[src/rtl/ncor_pkg.sv]
// package: constants, register map and carrier types for the oscillator select / overrange block
package ncor_pkg;
   localparam int unsigned SAMP_W          = 12;
   localparam int unsigned CNT_W           = 16;
   localparam int unsigned NUM_OSC         = 4;
   localparam int unsigned PHASE_W         = 32;
   localparam logic [7:0]  REG_CTRL        = 8'h00;
   localparam logic [7:0]  REG_THR_FIRST   = 8'h04;
   localparam logic [7:0]  REG_THR_SECOND  = 8'h08;
   localparam logic [7:0]  REG_PULSE_LEN   = 8'h0C;
   localparam logic [7:0]  REG_STATUS      = 8'h10;
   localparam logic [7:0]  REG_IRQ_STAT    = 8'h14;
   localparam logic [7:0]  REG_IRQ_MASK    = 8'h18;
   localparam logic [7:0]  REG_PHASE_INC   = 8'h20;
   localparam int unsigned CTRL_SRC_BIT    = 0;
   localparam logic [31:0] RST_CTRL        = 32'h0000_0000;
   localparam logic [11:0] RST_THR_FIRST   = 12'h0_700;
   localparam logic [11:0] RST_THR_SECOND  = 12'h0_7F0;
   localparam logic [15:0] RST_PULSE_LEN   = 16'h0_008;
   localparam logic [31:0] RST_PHASE_INC   = 32'h0100_0000;
   localparam logic [31:0] BAD_ADDR_DATA   = 32'hDEAD_0000;
   localparam int unsigned IRQ_W           = 6;

   typedef struct packed {
      logic over_first;
      logic over_second;
   } ncor_flags_t;

   typedef struct packed {
      logic       rd;
      logic       wr;
      logic [7:0] addr;
   } ncor_req_t;
endpackage

[src/rtl/ncor_osc_bank.sv]
// four free-running phase accumulators with a selected-phase output register
`timescale 1ns/1ps
module ncor_osc_bank
   import ncor_pkg::*;
(
   input  wire logic               mclk_i,     // core clock
   input  wire logic               rstn_i,     // sync reset, active low
   input  wire logic               run_i,      // analog up, accumulators run
   input  wire logic [PHASE_W-1:0] inc_i,      // base phase increment
   input  wire logic [1:0]         sel_i,      // active oscillator index
   output logic      [PHASE_W-1:0] phase_o     // phase of selected oscillator
);
   logic [PHASE_W-1:0] acc [NUM_OSC];

   // each oscillator steps by a distinct multiple so they differ in frequency
   function automatic logic [PHASE_W-1:0] step(input logic [PHASE_W-1:0] b,
                                                 input int unsigned k);
      step = b * PHASE_W'(k + 1);
   endfunction

   // unselected oscillators keep advancing to stay phase coherent
   always_ff @(posedge mclk_i) begin
      for (int k = 0; k < NUM_OSC; k++) begin
         if (!rstn_i) begin
            acc[k] <= '0;
         end else if (run_i) begin
            acc[k] <= acc[k] + step(inc_i, k);
         end
      end
   end

   always_ff @(posedge mclk_i) begin
      if (!rstn_i) begin
         phase_o <= '0;
      end else begin
         phase_o <= acc[sel_i];
      end
   end
endmodule

[src/rtl/ncor_over_det.sv]
// overrange detector for one channel: two thresholds, minimum pulse stretch
`timescale 1ns/1ps
module ncor_over_det
   import ncor_pkg::*;
(
   input  wire logic              mclk_i,      // core clock
   input  wire logic              rstn_i,      // sync reset, active low
   input  wire logic              en_i,        // analog powered
   input  wire logic [SAMP_W-1:0] samp_i,      // signed sample
   input  wire logic [SAMP_W-1:0] thr_first_i, // first threshold
   input  wire logic [SAMP_W-1:0] thr_second_i,// second threshold
   input  wire logic [CNT_W-1:0]  min_len_i,   // minimum pulse cycles
   output ncor_flags_t            flags_o      // registered flags
);
   logic [CNT_W-1:0] cnt_first;
   logic [CNT_W-1:0] cnt_second;
   wire  [SAMP_W-1:0] mag;
   wire  hit_first;
   wire  hit_second;

   // magnitude saturates the most negative code instead of wrapping
   function automatic logic [SAMP_W-1:0] absval(input logic [SAMP_W-1:0] s);
      logic [SAMP_W-1:0] n;
      n = SAMP_W'(~s + 1'b1);
      if (!s[SAMP_W-1])
         absval = s;
      else if (n[SAMP_W-1])
         absval = {1'b0, {(SAMP_W-1){1'b1}}};
      else
         absval = n;
   endfunction

   assign mag        = absval(samp_i);
   assign hit_first  = en_i && (mag > thr_first_i);
   assign hit_second = en_i && (mag > thr_second_i);

   // counter reloads on every hit; flag drops once below and expired
   always_ff @(posedge mclk_i) begin
      if (!rstn_i) begin
         cnt_first  <= '0;
         cnt_second <= '0;
         flags_o    <= '0;
      end else begin
         if (hit_first) begin
            cnt_first           <= min_len_i;
            flags_o.over_first  <= 1'b1;
         end else if (cnt_first > 16'h0_001) begin
            cnt_first <= cnt_first - 1'b1;
         end else begin
            cnt_first           <= '0;
            flags_o.over_first  <= 1'b0;
         end
         if (hit_second) begin
            cnt_second          <= min_len_i;
            flags_o.over_second <= 1'b1;
         end else if (cnt_second > 16'h0_001) begin
            cnt_second <= cnt_second - 1'b1;
         end else begin
            cnt_second          <= '0;
            flags_o.over_second <= 1'b0;
         end
      end
   end
endmodule

[src/rtl/ncor_top.sv]
// oscillator select pins, overrange flags and shutdown pin, with Avalon-MM regs
`timescale 1ns/1ps
module ncor_top
   import ncor_pkg::*;
(
   input  wire logic               mclk_i,                  // 250 MHz clock
   input  wire logic               rstn_i,                  // sync reset, low
   input  wire logic               ddc_a_osc_sel_lsb_i,     // async pin
   input  wire logic               ddc_a_osc_sel_msb_i,     // async pin
   input  wire logic               ddc_b_osc_sel_lsb_i,     // async pin
   input  wire logic               ddc_b_osc_sel_msb_i,     // async pin
   input  wire logic               analog_shutdown_pin_i,   // async pin, high
   input  wire logic [SAMP_W-1:0]  samp_a_i,                // channel a sample
   input  wire logic [SAMP_W-1:0]  samp_b_i,                // channel b sample
   input  wire logic [7:0]         avs_address_i,           // byte address
   input  wire logic               avs_read_i,              // read request
   input  wire logic               avs_write_i,             // write request
   input  wire logic [31:0]        avs_writedata_i,         // write data
   input  wire logic [3:0]         avs_byteenable_i,        // byte enables
   output logic      [31:0]        avs_readdata_o,          // read data
   output logic                    avs_waitrequest_o,       // stall
   output logic                    chan_a_over_flag_first_o,  // flag
   output logic                    chan_a_over_flag_second_o, // flag
   output logic                    chan_b_over_flag_first_o,  // flag
   output logic                    chan_b_over_flag_second_o, // flag
   output logic                    serializer_en_o,         // lanes enabled
   output logic                    analog_en_o,             // analog enabled
   output logic      [PHASE_W-1:0] ddc_a_phase_o,           // mixer phase a
   output logic      [PHASE_W-1:0] ddc_b_phase_o,           // mixer phase b
   output logic                    irq_o                    // level interrupt
);
   typedef enum logic [2:0] {
      BUS_IDLE = 3'b001,
      BUS_ACK  = 3'b010,
      BUS_DONE = 3'b100
   } ncor_bus_t;

   // synchroniser stages: meta stage read only by the second stage
   logic [4:0] pin_meta;
   logic [4:0] pin_sync;
   logic [1:0] sel_a;
   logic [1:0] sel_b;
   logic [31:0] ctrl;
   logic [SAMP_W-1:0] overrange_threshold_first;
   logic [SAMP_W-1:0] overrange_threshold_second;
   logic [CNT_W-1:0]  overrange_min_pulse_len;
   logic [PHASE_W-1:0] phase_inc;
   logic [IRQ_W-1:0] irq_stat;
   logic [IRQ_W-1:0] irq_mask;
   logic [IRQ_W-1:0] evt_prev;
   ncor_bus_t   bus_state;
   ncor_bus_t   next_bus_state;
   ncor_flags_t flags_a;
   ncor_flags_t flags_b;
   logic [PHASE_W-1:0] phase_a;
   logic [PHASE_W-1:0] phase_b;
   logic [31:0] next_readdata;

   wire       shutdown   = pin_sync[4];
   wire       osc_src    = ctrl[CTRL_SRC_BIT];
   wire [1:0] pin_sel_a  = pin_sync[1:0];
   wire [1:0] pin_sel_b  = pin_sync[3:2];
   wire       bus_req    = avs_read_i | avs_write_i;
   wire       wr_take    = (bus_state == BUS_ACK) && avs_write_i;
   wire [IRQ_W-1:0] evt_now = {shutdown, ~shutdown,
                               flags_b.over_second, flags_b.over_first,
                               flags_a.over_second, flags_a.over_first};
   wire [IRQ_W-1:0] evt_rise = evt_now & ~evt_prev;
   wire [IRQ_W-1:0] irq_clr  = (wr_take && avs_address_i == REG_IRQ_STAT
                                && avs_byteenable_i[0])
                               ? avs_writedata_i[IRQ_W-1:0] : '0;

   // merge written bytes into an old value
   function automatic logic [31:0] merge(input logic [31:0] old,
                                         input logic [31:0] nw,
                                         input logic [3:0]  be);
      for (int i = 0; i < 4; i++)
         merge[i*8 +: 8] = be[i] ? nw[i*8 +: 8] : old[i*8 +: 8];
   endfunction

   function automatic logic wr_hit(input logic [7:0] a);
      wr_hit = wr_take && (avs_address_i == a);
   endfunction

   always_ff @(posedge mclk_i) begin
      if (!rstn_i) begin
         pin_meta <= '0;
         pin_sync <= '0;
      end else begin
         pin_meta <= {analog_shutdown_pin_i, ddc_b_osc_sel_msb_i,
                      ddc_b_osc_sel_lsb_i, ddc_a_osc_sel_msb_i,
                      ddc_a_osc_sel_lsb_i};
         pin_sync <= pin_meta;
      end
   end

   // with source zero the index freezes; pins only steer when source is one
   always_ff @(posedge mclk_i) begin
      if (!rstn_i) begin
         sel_a <= '0;
         sel_b <= '0;
      end else if (osc_src) begin
         sel_a <= pin_sel_a;
         sel_b <= pin_sel_b;
      end
   end

   ncor_osc_bank u_osc_a (
      .mclk_i  (mclk_i),
      .rstn_i  (rstn_i),
      .run_i   (~shutdown),
      .inc_i   (phase_inc),
      .sel_i   (sel_a),
      .phase_o (phase_a)
   );

   ncor_osc_bank u_osc_b (
      .mclk_i  (mclk_i),
      .rstn_i  (rstn_i),
      .run_i   (~shutdown),
      .inc_i   (phase_inc),
      .sel_i   (sel_b),
      .phase_o (phase_b)
   );

   // one detector per channel, each fed only its own samples
   ncor_over_det u_det_a (
      .mclk_i       (mclk_i),
      .rstn_i       (rstn_i),
      .en_i         (~shutdown),
      .samp_i       (samp_a_i),
      .thr_first_i  (overrange_threshold_first),
      .thr_second_i (overrange_threshold_second),
      .min_len_i    (overrange_min_pulse_len),
      .flags_o      (flags_a)
   );

   ncor_over_det u_det_b (
      .mclk_i       (mclk_i),
      .rstn_i       (rstn_i),
      .en_i         (~shutdown),
      .samp_i       (samp_b_i),
      .thr_first_i  (overrange_threshold_first),
      .thr_second_i (overrange_threshold_second),
      .min_len_i    (overrange_min_pulse_len),
      .flags_o      (flags_b)
   );

   always_ff @(posedge mclk_i) begin
      if (!rstn_i) begin
         chan_a_over_flag_first_o  <= 1'b0;
         chan_a_over_flag_second_o <= 1'b0;
         chan_b_over_flag_first_o  <= 1'b0;
         chan_b_over_flag_second_o <= 1'b0;
         analog_en_o               <= 1'b0;
         serializer_en_o           <= 1'b0;
         ddc_a_phase_o             <= '0;
         ddc_b_phase_o             <= '0;
      end else begin
         chan_a_over_flag_first_o  <= flags_a.over_first;
         chan_a_over_flag_second_o <= flags_a.over_second;
         chan_b_over_flag_first_o  <= flags_b.over_first;
         chan_b_over_flag_second_o <= flags_b.over_second;
         analog_en_o               <= ~shutdown;
         serializer_en_o           <= ~shutdown;
         ddc_a_phase_o             <= phase_a;
         ddc_b_phase_o             <= phase_b;
      end
   end

   // bus: one wait cycle then ack, so an access starting in BUS_IDLE takes two edges
   always_comb begin
      next_bus_state = bus_state;
      case (bus_state)
         BUS_IDLE: next_bus_state = bus_req ? BUS_ACK : BUS_IDLE;
         BUS_ACK:  next_bus_state = BUS_DONE;
         BUS_DONE: next_bus_state = BUS_IDLE;
         default:  next_bus_state = BUS_IDLE;
      endcase
   end

   always_comb begin
      case (avs_address_i)
         REG_CTRL:       next_readdata = ctrl;
         REG_THR_FIRST:  next_readdata = {20'h0_0000,
                                          overrange_threshold_first};
         REG_THR_SECOND: next_readdata = {20'h0_0000,
                                          overrange_threshold_second};
         REG_PULSE_LEN:  next_readdata = {16'h0_000,
                                          overrange_min_pulse_len};
         REG_STATUS:     next_readdata = {23'h00_0000, shutdown,
                                          sel_b, sel_a,
                                          flags_b.over_second,
                                          flags_b.over_first,
                                          flags_a.over_second,
                                          flags_a.over_first};
         REG_IRQ_STAT:   next_readdata = {26'h000_0000, irq_stat};
         REG_IRQ_MASK:   next_readdata = {26'h000_0000, irq_mask};
         REG_PHASE_INC:  next_readdata = phase_inc;
         default:        next_readdata = BAD_ADDR_DATA;
      endcase
   end

   always_ff @(posedge mclk_i) begin
      if (!rstn_i) begin
         bus_state         <= BUS_IDLE;
         avs_waitrequest_o <= 1'b1;
         avs_readdata_o    <= '0;
      end else begin
         bus_state         <= next_bus_state;
         avs_waitrequest_o <= ~(next_bus_state == BUS_ACK);
         if (next_bus_state == BUS_ACK)
            avs_readdata_o <= next_readdata;
      end
   end

   always_ff @(posedge mclk_i) begin
      if (!rstn_i) begin
         ctrl                       <= RST_CTRL;
         overrange_threshold_first  <= RST_THR_FIRST;
         overrange_threshold_second <= RST_THR_SECOND;
         overrange_min_pulse_len    <= RST_PULSE_LEN;
         phase_inc                  <= RST_PHASE_INC;
         irq_mask                   <= '0;
      end else begin
         if (wr_hit(REG_CTRL))
            ctrl <= merge(ctrl, avs_writedata_i, avs_byteenable_i)
                    & 32'h0000_0001;
         if (wr_hit(REG_THR_FIRST))
            overrange_threshold_first <= SAMP_W'(merge(
               {20'h0_0000, overrange_threshold_first},
               avs_writedata_i, avs_byteenable_i));
         if (wr_hit(REG_THR_SECOND))
            overrange_threshold_second <= SAMP_W'(merge(
               {20'h0_0000, overrange_threshold_second},
               avs_writedata_i, avs_byteenable_i));
         if (wr_hit(REG_PULSE_LEN))
            overrange_min_pulse_len <= CNT_W'(merge(
               {16'h0_000, overrange_min_pulse_len},
               avs_writedata_i, avs_byteenable_i));
         if (wr_hit(REG_PHASE_INC))
            phase_inc <= merge(phase_inc, avs_writedata_i, avs_byteenable_i);
         if (wr_hit(REG_IRQ_MASK) && avs_byteenable_i[0])
            irq_mask <= avs_writedata_i[IRQ_W-1:0];
      end
   end

   // a rising event in the clearing cycle still sets its bit
   always_ff @(posedge mclk_i) begin
      if (!rstn_i) begin
         irq_stat <= '0;
         // idle pins: shutdown low, so the analog-up term starts high
         evt_prev <= 6'h10;
         irq_o    <= 1'b0;
      end else begin
         evt_prev <= evt_now;
         irq_stat <= (irq_stat & ~irq_clr) | evt_rise;
         irq_o    <= |(((irq_stat & ~irq_clr) | evt_rise) & irq_mask);
      end
   end

   a_sel_gated: assert property (@(posedge mclk_i) disable iff (!rstn_i)
      !osc_src |=> $stable(sel_a) && $stable(sel_b))
      else $error("select index changed while source is zero");
   a_sel_follow: assert property (@(posedge mclk_i) disable iff (!rstn_i)
      osc_src |=> sel_a == $past(pin_sel_a))
      else $error("select index does not follow pins");
   a_sync_depth: assert property (@(posedge mclk_i) disable iff (!rstn_i)
      ##2 pin_sync[0] == $past(ddc_a_osc_sel_lsb_i, 2))
      else $error("select pin not delayed by two stages");
   a_over_first: assert property (@(posedge mclk_i) disable iff (!rstn_i)
      u_det_a.hit_first |=> flags_a.over_first ##1
      chan_a_over_flag_first_o)
      else $error("channel a first flag missed a hit");
   a_over_second: assert property (@(posedge mclk_i) disable iff (!rstn_i)
      u_det_b.hit_second |=> flags_b.over_second)
      else $error("channel b second flag missed a hit");
   a_pulse_hold: assert property (@(posedge mclk_i) disable iff (!rstn_i)
      $rose(flags_a.over_first) && overrange_min_pulse_len >= 16'h0_003
      |-> flags_a.over_first[*3])
      else $error("overrange pulse shorter than minimum");
   a_pulse_drop: assert property (@(posedge mclk_i) disable iff (!rstn_i)
      !u_det_a.hit_first && u_det_a.cnt_first <= 16'h0_001
      |=> !flags_a.over_first)
      else $error("overrange flag stuck after expiry");
   a_shutdown: assert property (@(posedge mclk_i) disable iff (!rstn_i)
      shutdown |=> !analog_en_o && !serializer_en_o && !flags_b.over_first)
      else $error("analog or lanes active in shutdown");
   a_chan_split: assert property (@(posedge mclk_i) disable iff (!rstn_i)
      !shutdown && !samp_b_i[SAMP_W-1] && samp_b_i > overrange_threshold_first
      |=> flags_b.over_first)
      else $error("channel b flag not from own sample");
   a_bus_wait: assert property (@(posedge mclk_i) disable iff (!rstn_i)
      $rose(bus_req) && bus_state == BUS_IDLE |=> !avs_waitrequest_o)
      else $error("bus answer not after one cycle");

   c_sel_switch: cover property (@(posedge mclk_i) disable iff (!rstn_i)
      osc_src && $changed(sel_a));
   c_flag_pulse: cover property (@(posedge mclk_i) disable iff (!rstn_i)
      $fell(chan_b_over_flag_second_o));
   c_irq: cover property (@(posedge mclk_i) disable iff (!rstn_i) $rose(irq_o));
   c_shutdown: cover property (@(posedge mclk_i) disable iff (!rstn_i)
      $rose(shutdown));
endmodule

[config.mk]
export PLATFORM = sky130hd
export DESIGN_NAME = ncor_top
export DESIGN_NICKNAME = d
export VERILOG_FILES = /design/src/rtl/ncor_pkg.sv /design/src/rtl/ncor_osc_bank.sv /design/src/rtl/ncor_over_det.sv /design/src/rtl/ncor_top.sv
export SDC_FILE = /design/constraint.sdc
export NUM_CORES = 2
export LEC_CHECK = 0
export BUFFER_PORTS_ARGS = -buffer_cell sky130_fd_sc_hd__buf_2
export CAP_MARGIN = 20
export CORE_ASPECT_RATIO = 1.4
export CORE_MARGIN = 2
export CORE_UTILIZATION = 29
export CTS_CLUSTER_DIAMETER = 200
export DETAILED_ROUTE_END_ITERATION = 12
export PLACE_DENSITY_LB_ADDON = 0.2
export SETUP_SLACK_MARGIN = 0.05
export SLEW_MARGIN = 0
export SYNTH_ARGS = -nofsm -noshare
export SYNTH_HDL_FRONTEND = slang
export SYNTH_SLANG_ARGS = --single-unit
[constraint.sdc]
create_clock -name mclk_i -period 8.5 [get_ports mclk_i]
set_input_delay 1.275 -clock mclk_i [delete_from_list [all_inputs] [get_ports mclk_i]]
set_output_delay 1.275 -clock mclk_i [all_outputs]
set_load 0.01 [all_outputs]
### After elaboration in Yosys (flattened, before gate mapping)

Memories as Yosys holds them, arrays and structs flattened. A register that Yosys moved wholly into a read port is not among the register bits.
Index checks and enable logic that the tools add are counted.

| storage, ports and cells | value |
|---|---|
| input bits | 77 |
| memories kept | 2 |
| logic and storage cells | 160 |
| bits in writable memories | 256 |
| register bits | 279 |
| output and inout port bits | 104 |

Memory list:

| memory | depth | bits a word | read ports | clocked after Yosys merged registers in | write ports | RTL line | RTL |
|---|---|---|---|---|---|---|---|
| u_osc_a.acc | 4 | 32 | 5 | 1 | 4 | ncor_osc_bank.sv:13 | `logic [PHASE_W-1:0] acc [NUM_OSC];` |
| u_osc_b.acc | 4 | 32 | 5 | 1 | 4 | ncor_osc_bank.sv:13 |  |

| cells by class | value |
|---|---|
| reduce and logical (&&, ||, !) cells | 29 |
| bitwise operators | 19 |
| order comparisons | 8 |
| add/sub/neg operators | 14 |
| equality and inequality tests | 14 |
| mux-type cells | 36 |
| multiply operators | 1 |

Operators with widths:

| operator | count |
|---|---|
| $add A32 B32 Y32 | 8 |
| $mux W32 | 8 |
| $pmux W32 S8 | 1 |
| $mux W16 | 8 |
| $gt A16 B1 Y1 const B | 4 |
| $sub A16 B1 Y16 const B | 4 |
| $gt A12 B12 Y1 | 4 |
| $mul A32 B2 Y32 const B | 1 |
| $add A12 B1 Y12 const B | 2 |
| $eq A8 B5 Y1 const B | 3 |
| $mux W12 | 2 |
| $not A12 Y12 | 2 |
| $mux W11 | 2 |
| $reduce_and A2 Y1 | 11 |
| $and A6 B6 Y6 | 3 |
| $eq A8 B4 Y1 const B | 2 |
| $logic_and A1 B1 Y1 | 14 |
| $mux W1 | 12 |
| $not A6 Y6 | 2 |
| $or A1 B1 Y1 | 9 |
| $eq A8 B3 Y1 const B | 1 |
| $eq A8 B6 Y1 const B | 1 |
| $logic_not A8 Y1 | 1 |
| $ne A2 B1 Y1 const B | 4 |
| other kinds (9) | 12 |

### Longest topological paths before layout

| logic depth | value |
|---|---|
| depth after elaboration | 10 |
| gate-level depth with buffers | 22 |
| depth with buffers taken out | 22 |

### Cells and area by module

Synthesis repeated with hierarchy kept, for this count alone.

| unflattened totals | value |
|---|---|
| cells, all modules | 4053 |
| area total of the unflattened synthesis | 39078.7 um^2 |

Modules (own cells, without submodules):

| module | seq. area each (um^2) | cells an instance | area an instance (um^2) | instances |
|---|---|---|---|---|
| ncor_osc_bank (u_osc_a) | 4394.2 | 1335 | 13033.8 | 1 |
| ncor_osc_bank (u_osc_b) | 4394.2 | 1309 | 12964.9 | 1 |
| ncor_top | 4144.0 | 719 | 7439.6 | 1 |
| ncor_over_det | 680.7 | 345 | 2820.2 | 2 |

### Worst setup path after synthesis

OpenSTA, ideal clock, no wires.

| timing path | value |
|---|---|
| kind | input -> register |
| start point | in rstn_i |
| end point | mem u_osc_a.acc[0][0] (enable) |
| data arrival time | 6.129 ns |
| setup slack | 0.445 ns |
| cell stages on the path | 4 |
| data required time | 6.574 ns |
| path buffers | 3 |
| setup time | 1.926 ns |
| cell sequence | clkbuf_1 > clkbuf_1 > clkbuf_1 > nand2_1 |

RTL lines:

| item | RTL line | RTL |
|---|---|---|
| start, declared | ncor_top.sv:7 | `input wire logic rstn_i,` |
| end, declared | ncor_osc_bank.sv:13 |  |

==> impl_metrics.py <==
metrics = {
    "outcome": {
        "status": "finished, final reports clean",
    },
    "yosys": {
        "synthCells": 3959,
        "syn_area_per_cell_sq_um": 9.34,
        "synthFlopType": "dfxtp_1",
        "ys_seq_area_frac": 0.386,
        "synth_warnings": 0,
        "synth_area_sq_mm": 0.0370,
        "synth_nets": 4379,
        "async_reset_ff_frac": 0,
        "synth_edf_count": 250,
        "synth_area_leaders": "edfxtp_1 20%, dfxtp_1 18%, ha_1 11%",
        "yosysTopAreaCell": "edfxtp_1",
        "yosys.cell_types.count": 88,
        "synth.ff_latch_count": 589,
        "synth_top_area_frac": 0.203,
    },
    "drt": {
        "drt-pass1-iter-count": 7,
        "wl_per_cell_um": 20.3,
        "drc": 0,
        "dr_total_vias": 30100,
        "via_per_inst": 5.18,
        "wl_mm": 118,
        "antenna_left": 0,
        "drtIter0Drc": 1631,
    },
    "timing": {
        "max_freq_mhz": 184,
        "drv_slew": 0,
        "final-hold-violation-count": 0,
        "setup_viol": 0,
        "finalCritPeriodShare": 0.639,
        "tightest_slew_ns": 1.16,
        "setup_tns_ns": 0,
        "final.setup_skew_ns": 0.0293,
        "relSlewSlack": 0.229,
        "rsz0062_at_grt": "no",
        "hold_slack_ns": 0.428,
        "layout_min_cycle_time_ns": 5.43,
    },
    "grt": {
        "grt_pass1_vias": 30900,
        "grt_antenna_before_repair": 2,
        "grt_usage": 0.178,
        "grt_pass1_wl_mm": 180,
        "grt-ovfl-total": 0,
        "grt_max_degree": 138,
    },
    "die": {
        "dieWidth_um": 306,
        "die-area_sq_mm": 0.130,
        "die_h_um": 427,
        "start_util": 0.291,
        "io_pins": 181,
        "num_rows": 155,
        "coreArea_sq_mm": 0.127,
    },
    "clocking": {
        "cts-root-buf": "clkbuf_16",
        "clk_pin_slew_worst_paths_ns": 0.06,
        "cts_tree": "built",
        "cts_hold_buf": 0,
        "post_cts_buffers": 0,
        "cts.path.max_buffers": 3,
        "clock_sinks": 589,
        "clkLatencyLatePin_ns": 0.67,
        "ctsResizeCount": 0,
        "cts_buffers": 70,
        "htree_levels": 3,
    },
    "worst_setup_path": {
        "cp.arrival_ns": 5.82,
        "rrSetupSlack_ns": 3.07,
        "cp-end-kind": "flop",
        "max_stage_delay_ns": 0.73,
        "critPathLaunchType": "flop",
        "crit_slowest_cell": "dfxtp_1",
        "cp.required_ns": 8.89,
        "critical-path-top-delay-family": "compound AO/OA/AOI/OAI gates",
        "crit_chain": "ha_1 > a211o_1 > a2111oi_2 > nor4b_2 > o221a_2 > o21a_1 > o21ai_1 > nand2b_1 > xor2_1 > ha_1 > nor2b_1 > o21ai_0 > o21ai_0 > a41oi_1 > a21oi_2 > a211oi_1 > o21ai_1 > xnor2_1 > nor2_1",
        "path_max_fanout": 11,
        "worst-path-buf-inv": 0,
        "worstSetupPathType": "reg2reg",
    },
    "run": {
        "maxCapViolations": 0,
    },
    "min_path": {
        "hp-class": "reg2reg",
    },
    "place": {
        "gp_congestion": 0.877,
        "io_buffers": 180,
        "post-dp-hpwl_mm": 88.7,
    },
    "pwr": {
        "p_per_area_mw_per_mm2": 186,
        "p_leak_nw": 18.7,
        "peakVddDrop_mv": 0.138,
    },
    "final_layout": {
        "layout-drive-gt1-share": 0.106,
        "area_growth_pct": 13.8,
        "fin_nets": 4516,
    },
}
==> layout make-up <==
class / count / area [sq um]
Inverter: 136 / 512
Fill cell: 13100 / 84900
Multi-Input combinational cell: 3083 / 21600
Timing Repair Buffer: 216 / 1190
Sequential cell: 589 / 14300
Antenna cell: 1 / 2.50
Clock inverter: 28 / 288
Clock buffer: 99 / 2130
Tap cell: 1648 / 2060
==> sequential cells by signal, summed over array words and instances (netlist names), 32 cells and up <==
signal / flops
ddc_b_phase_o: 32
avs_readdata_o: 32
u_osc_a.acc: 125
u_osc_b.phase_o: 32
phase_inc: 32
u_osc_b.acc: 125
ddc_a_phase_o: 32
u_osc_a.phase_o: 32
==> synthesized netlist by cell type (19+ instances only) <==
cell type	n
a21oi_1	301
edfxtp_1	250
xor2_1	119
o211ai_1	27
a22o_1	19
xnor2_1	159
a31oi_1	39
a211oi_1	30
dfxtp_1	339
and3_1	45
nor4_1	25
o21ai_0	179
a222oi_1	21
nand3_1	138
nand4_1	29
ha_1	334
o21bai_1	31
a21o_1	161
nand2b_1	35
and2_1	159
o21a_1	51
nor3_1	88
mux4_2	60
inv_1	135
clkbuf_1	132
nand2_1	338
nor2_1	380
mux2i_1	25
or3_1	26
nor2b_1	40
==> layout by cell type (no fill, tap or decap), types with 12 or more instances in the layout <==
cell,n
nand2b_1,35
a22o_1,19
xor2_1,119
edfxtp_1,250
mux4_2,60
and2_1,159
a21o_1,161
a22oi_1,18
buf_2,179
o211ai_1,27
a31oi_1,39
a211oi_1,30
o21ai_0,179
mux2i_1,25
a21oi_1,301
o21ai_1,16
nand3_1,138
nand2_1,336
o21bai_1,31
nand4_1,29
xnor2_1,159
a222oi_1,21
nor3_1,88
o21a_1,51
clkinv_2,12
nor4_1,25
clkbuf_16,76
o2bb2ai_1,16
o31ai_1,16
ha_1,334
clkbuf_8,14
dfxtp_1,335
and3_1,45
nor2_1,379
or3_1,26
buf_4,34
nor2b_1,40
inv_1,135
==> final timing paths <==
path	from	endpoint	cells past startpoint
worst max-delay path	phase_inc[2]	u_osc_b.acc[2][28]	19
worst min-delay path	u_osc_b.phase_o[25]	ddc_b_phase_o[25]	1
worst max register to register	phase_inc[2]	u_osc_b.acc[2][28]	19
worst min register to register	u_osc_b.phase_o[25]	ddc_b_phase_o[25]	1
==> power by group <==
part | internal (mW) | switching, mW | leakage (nW)
combinational | 0.532 | 0.723 | 11.8
sequential | 3.19 | 0.185 | 5.72
clock | 1.83 | 1.38 | 1.19
total | 5.55 | 2.28 | 18.7
==> per-layer routing <==
metal	up-vias	routed length, um	GRT usage
met1	14500	48400	0.204
li1	14700	-	-
met4	0	4700	0.0770
met2	611	60500	0.332
met5	-	0	0
met3	192	4280	0.0215
==> kinds of logic after synthesis <==
| kind of cell | count (synthesis) | share of synthesized area |
|---|---|---|
| compound gates | 1024 | 0.181 |
| xor+xnor | 279 | 0.0664 |
| fa+ha+maj | 343 | 0.118 |
| buf+inv | 287 | 0.0298 |
| flops | 589 | 0.386 |
| mux | 85 | 0.0433 |
| simple gates | 1352 | 0.175 |
==> per-stage QoR <==
| step | util | std cells | worst slack (ns) | total power [mW] | area, sq um |
|---|---|---|---|---|---|
| floorplan | - | 3959 | 0.445 | 4.35 | 37000 |
| global placement | 0.312 | 5671 | 2.73 | 4.68 | 39700 |
| detailed placement | 0.312 | 5672 | 2.71 | 4.68 | 39700 |
| CTS | 0.331 | 5799 | 3.00 | 7.95 | 42100 |
| global route | 0.331 | 5799 | 2.59 | 8.21 | 42100 |
| finish | 0.331 | 5800 | 3.07 | 7.84 | 42100 |
Note: power is estimated with default switching activity, not from simulation.
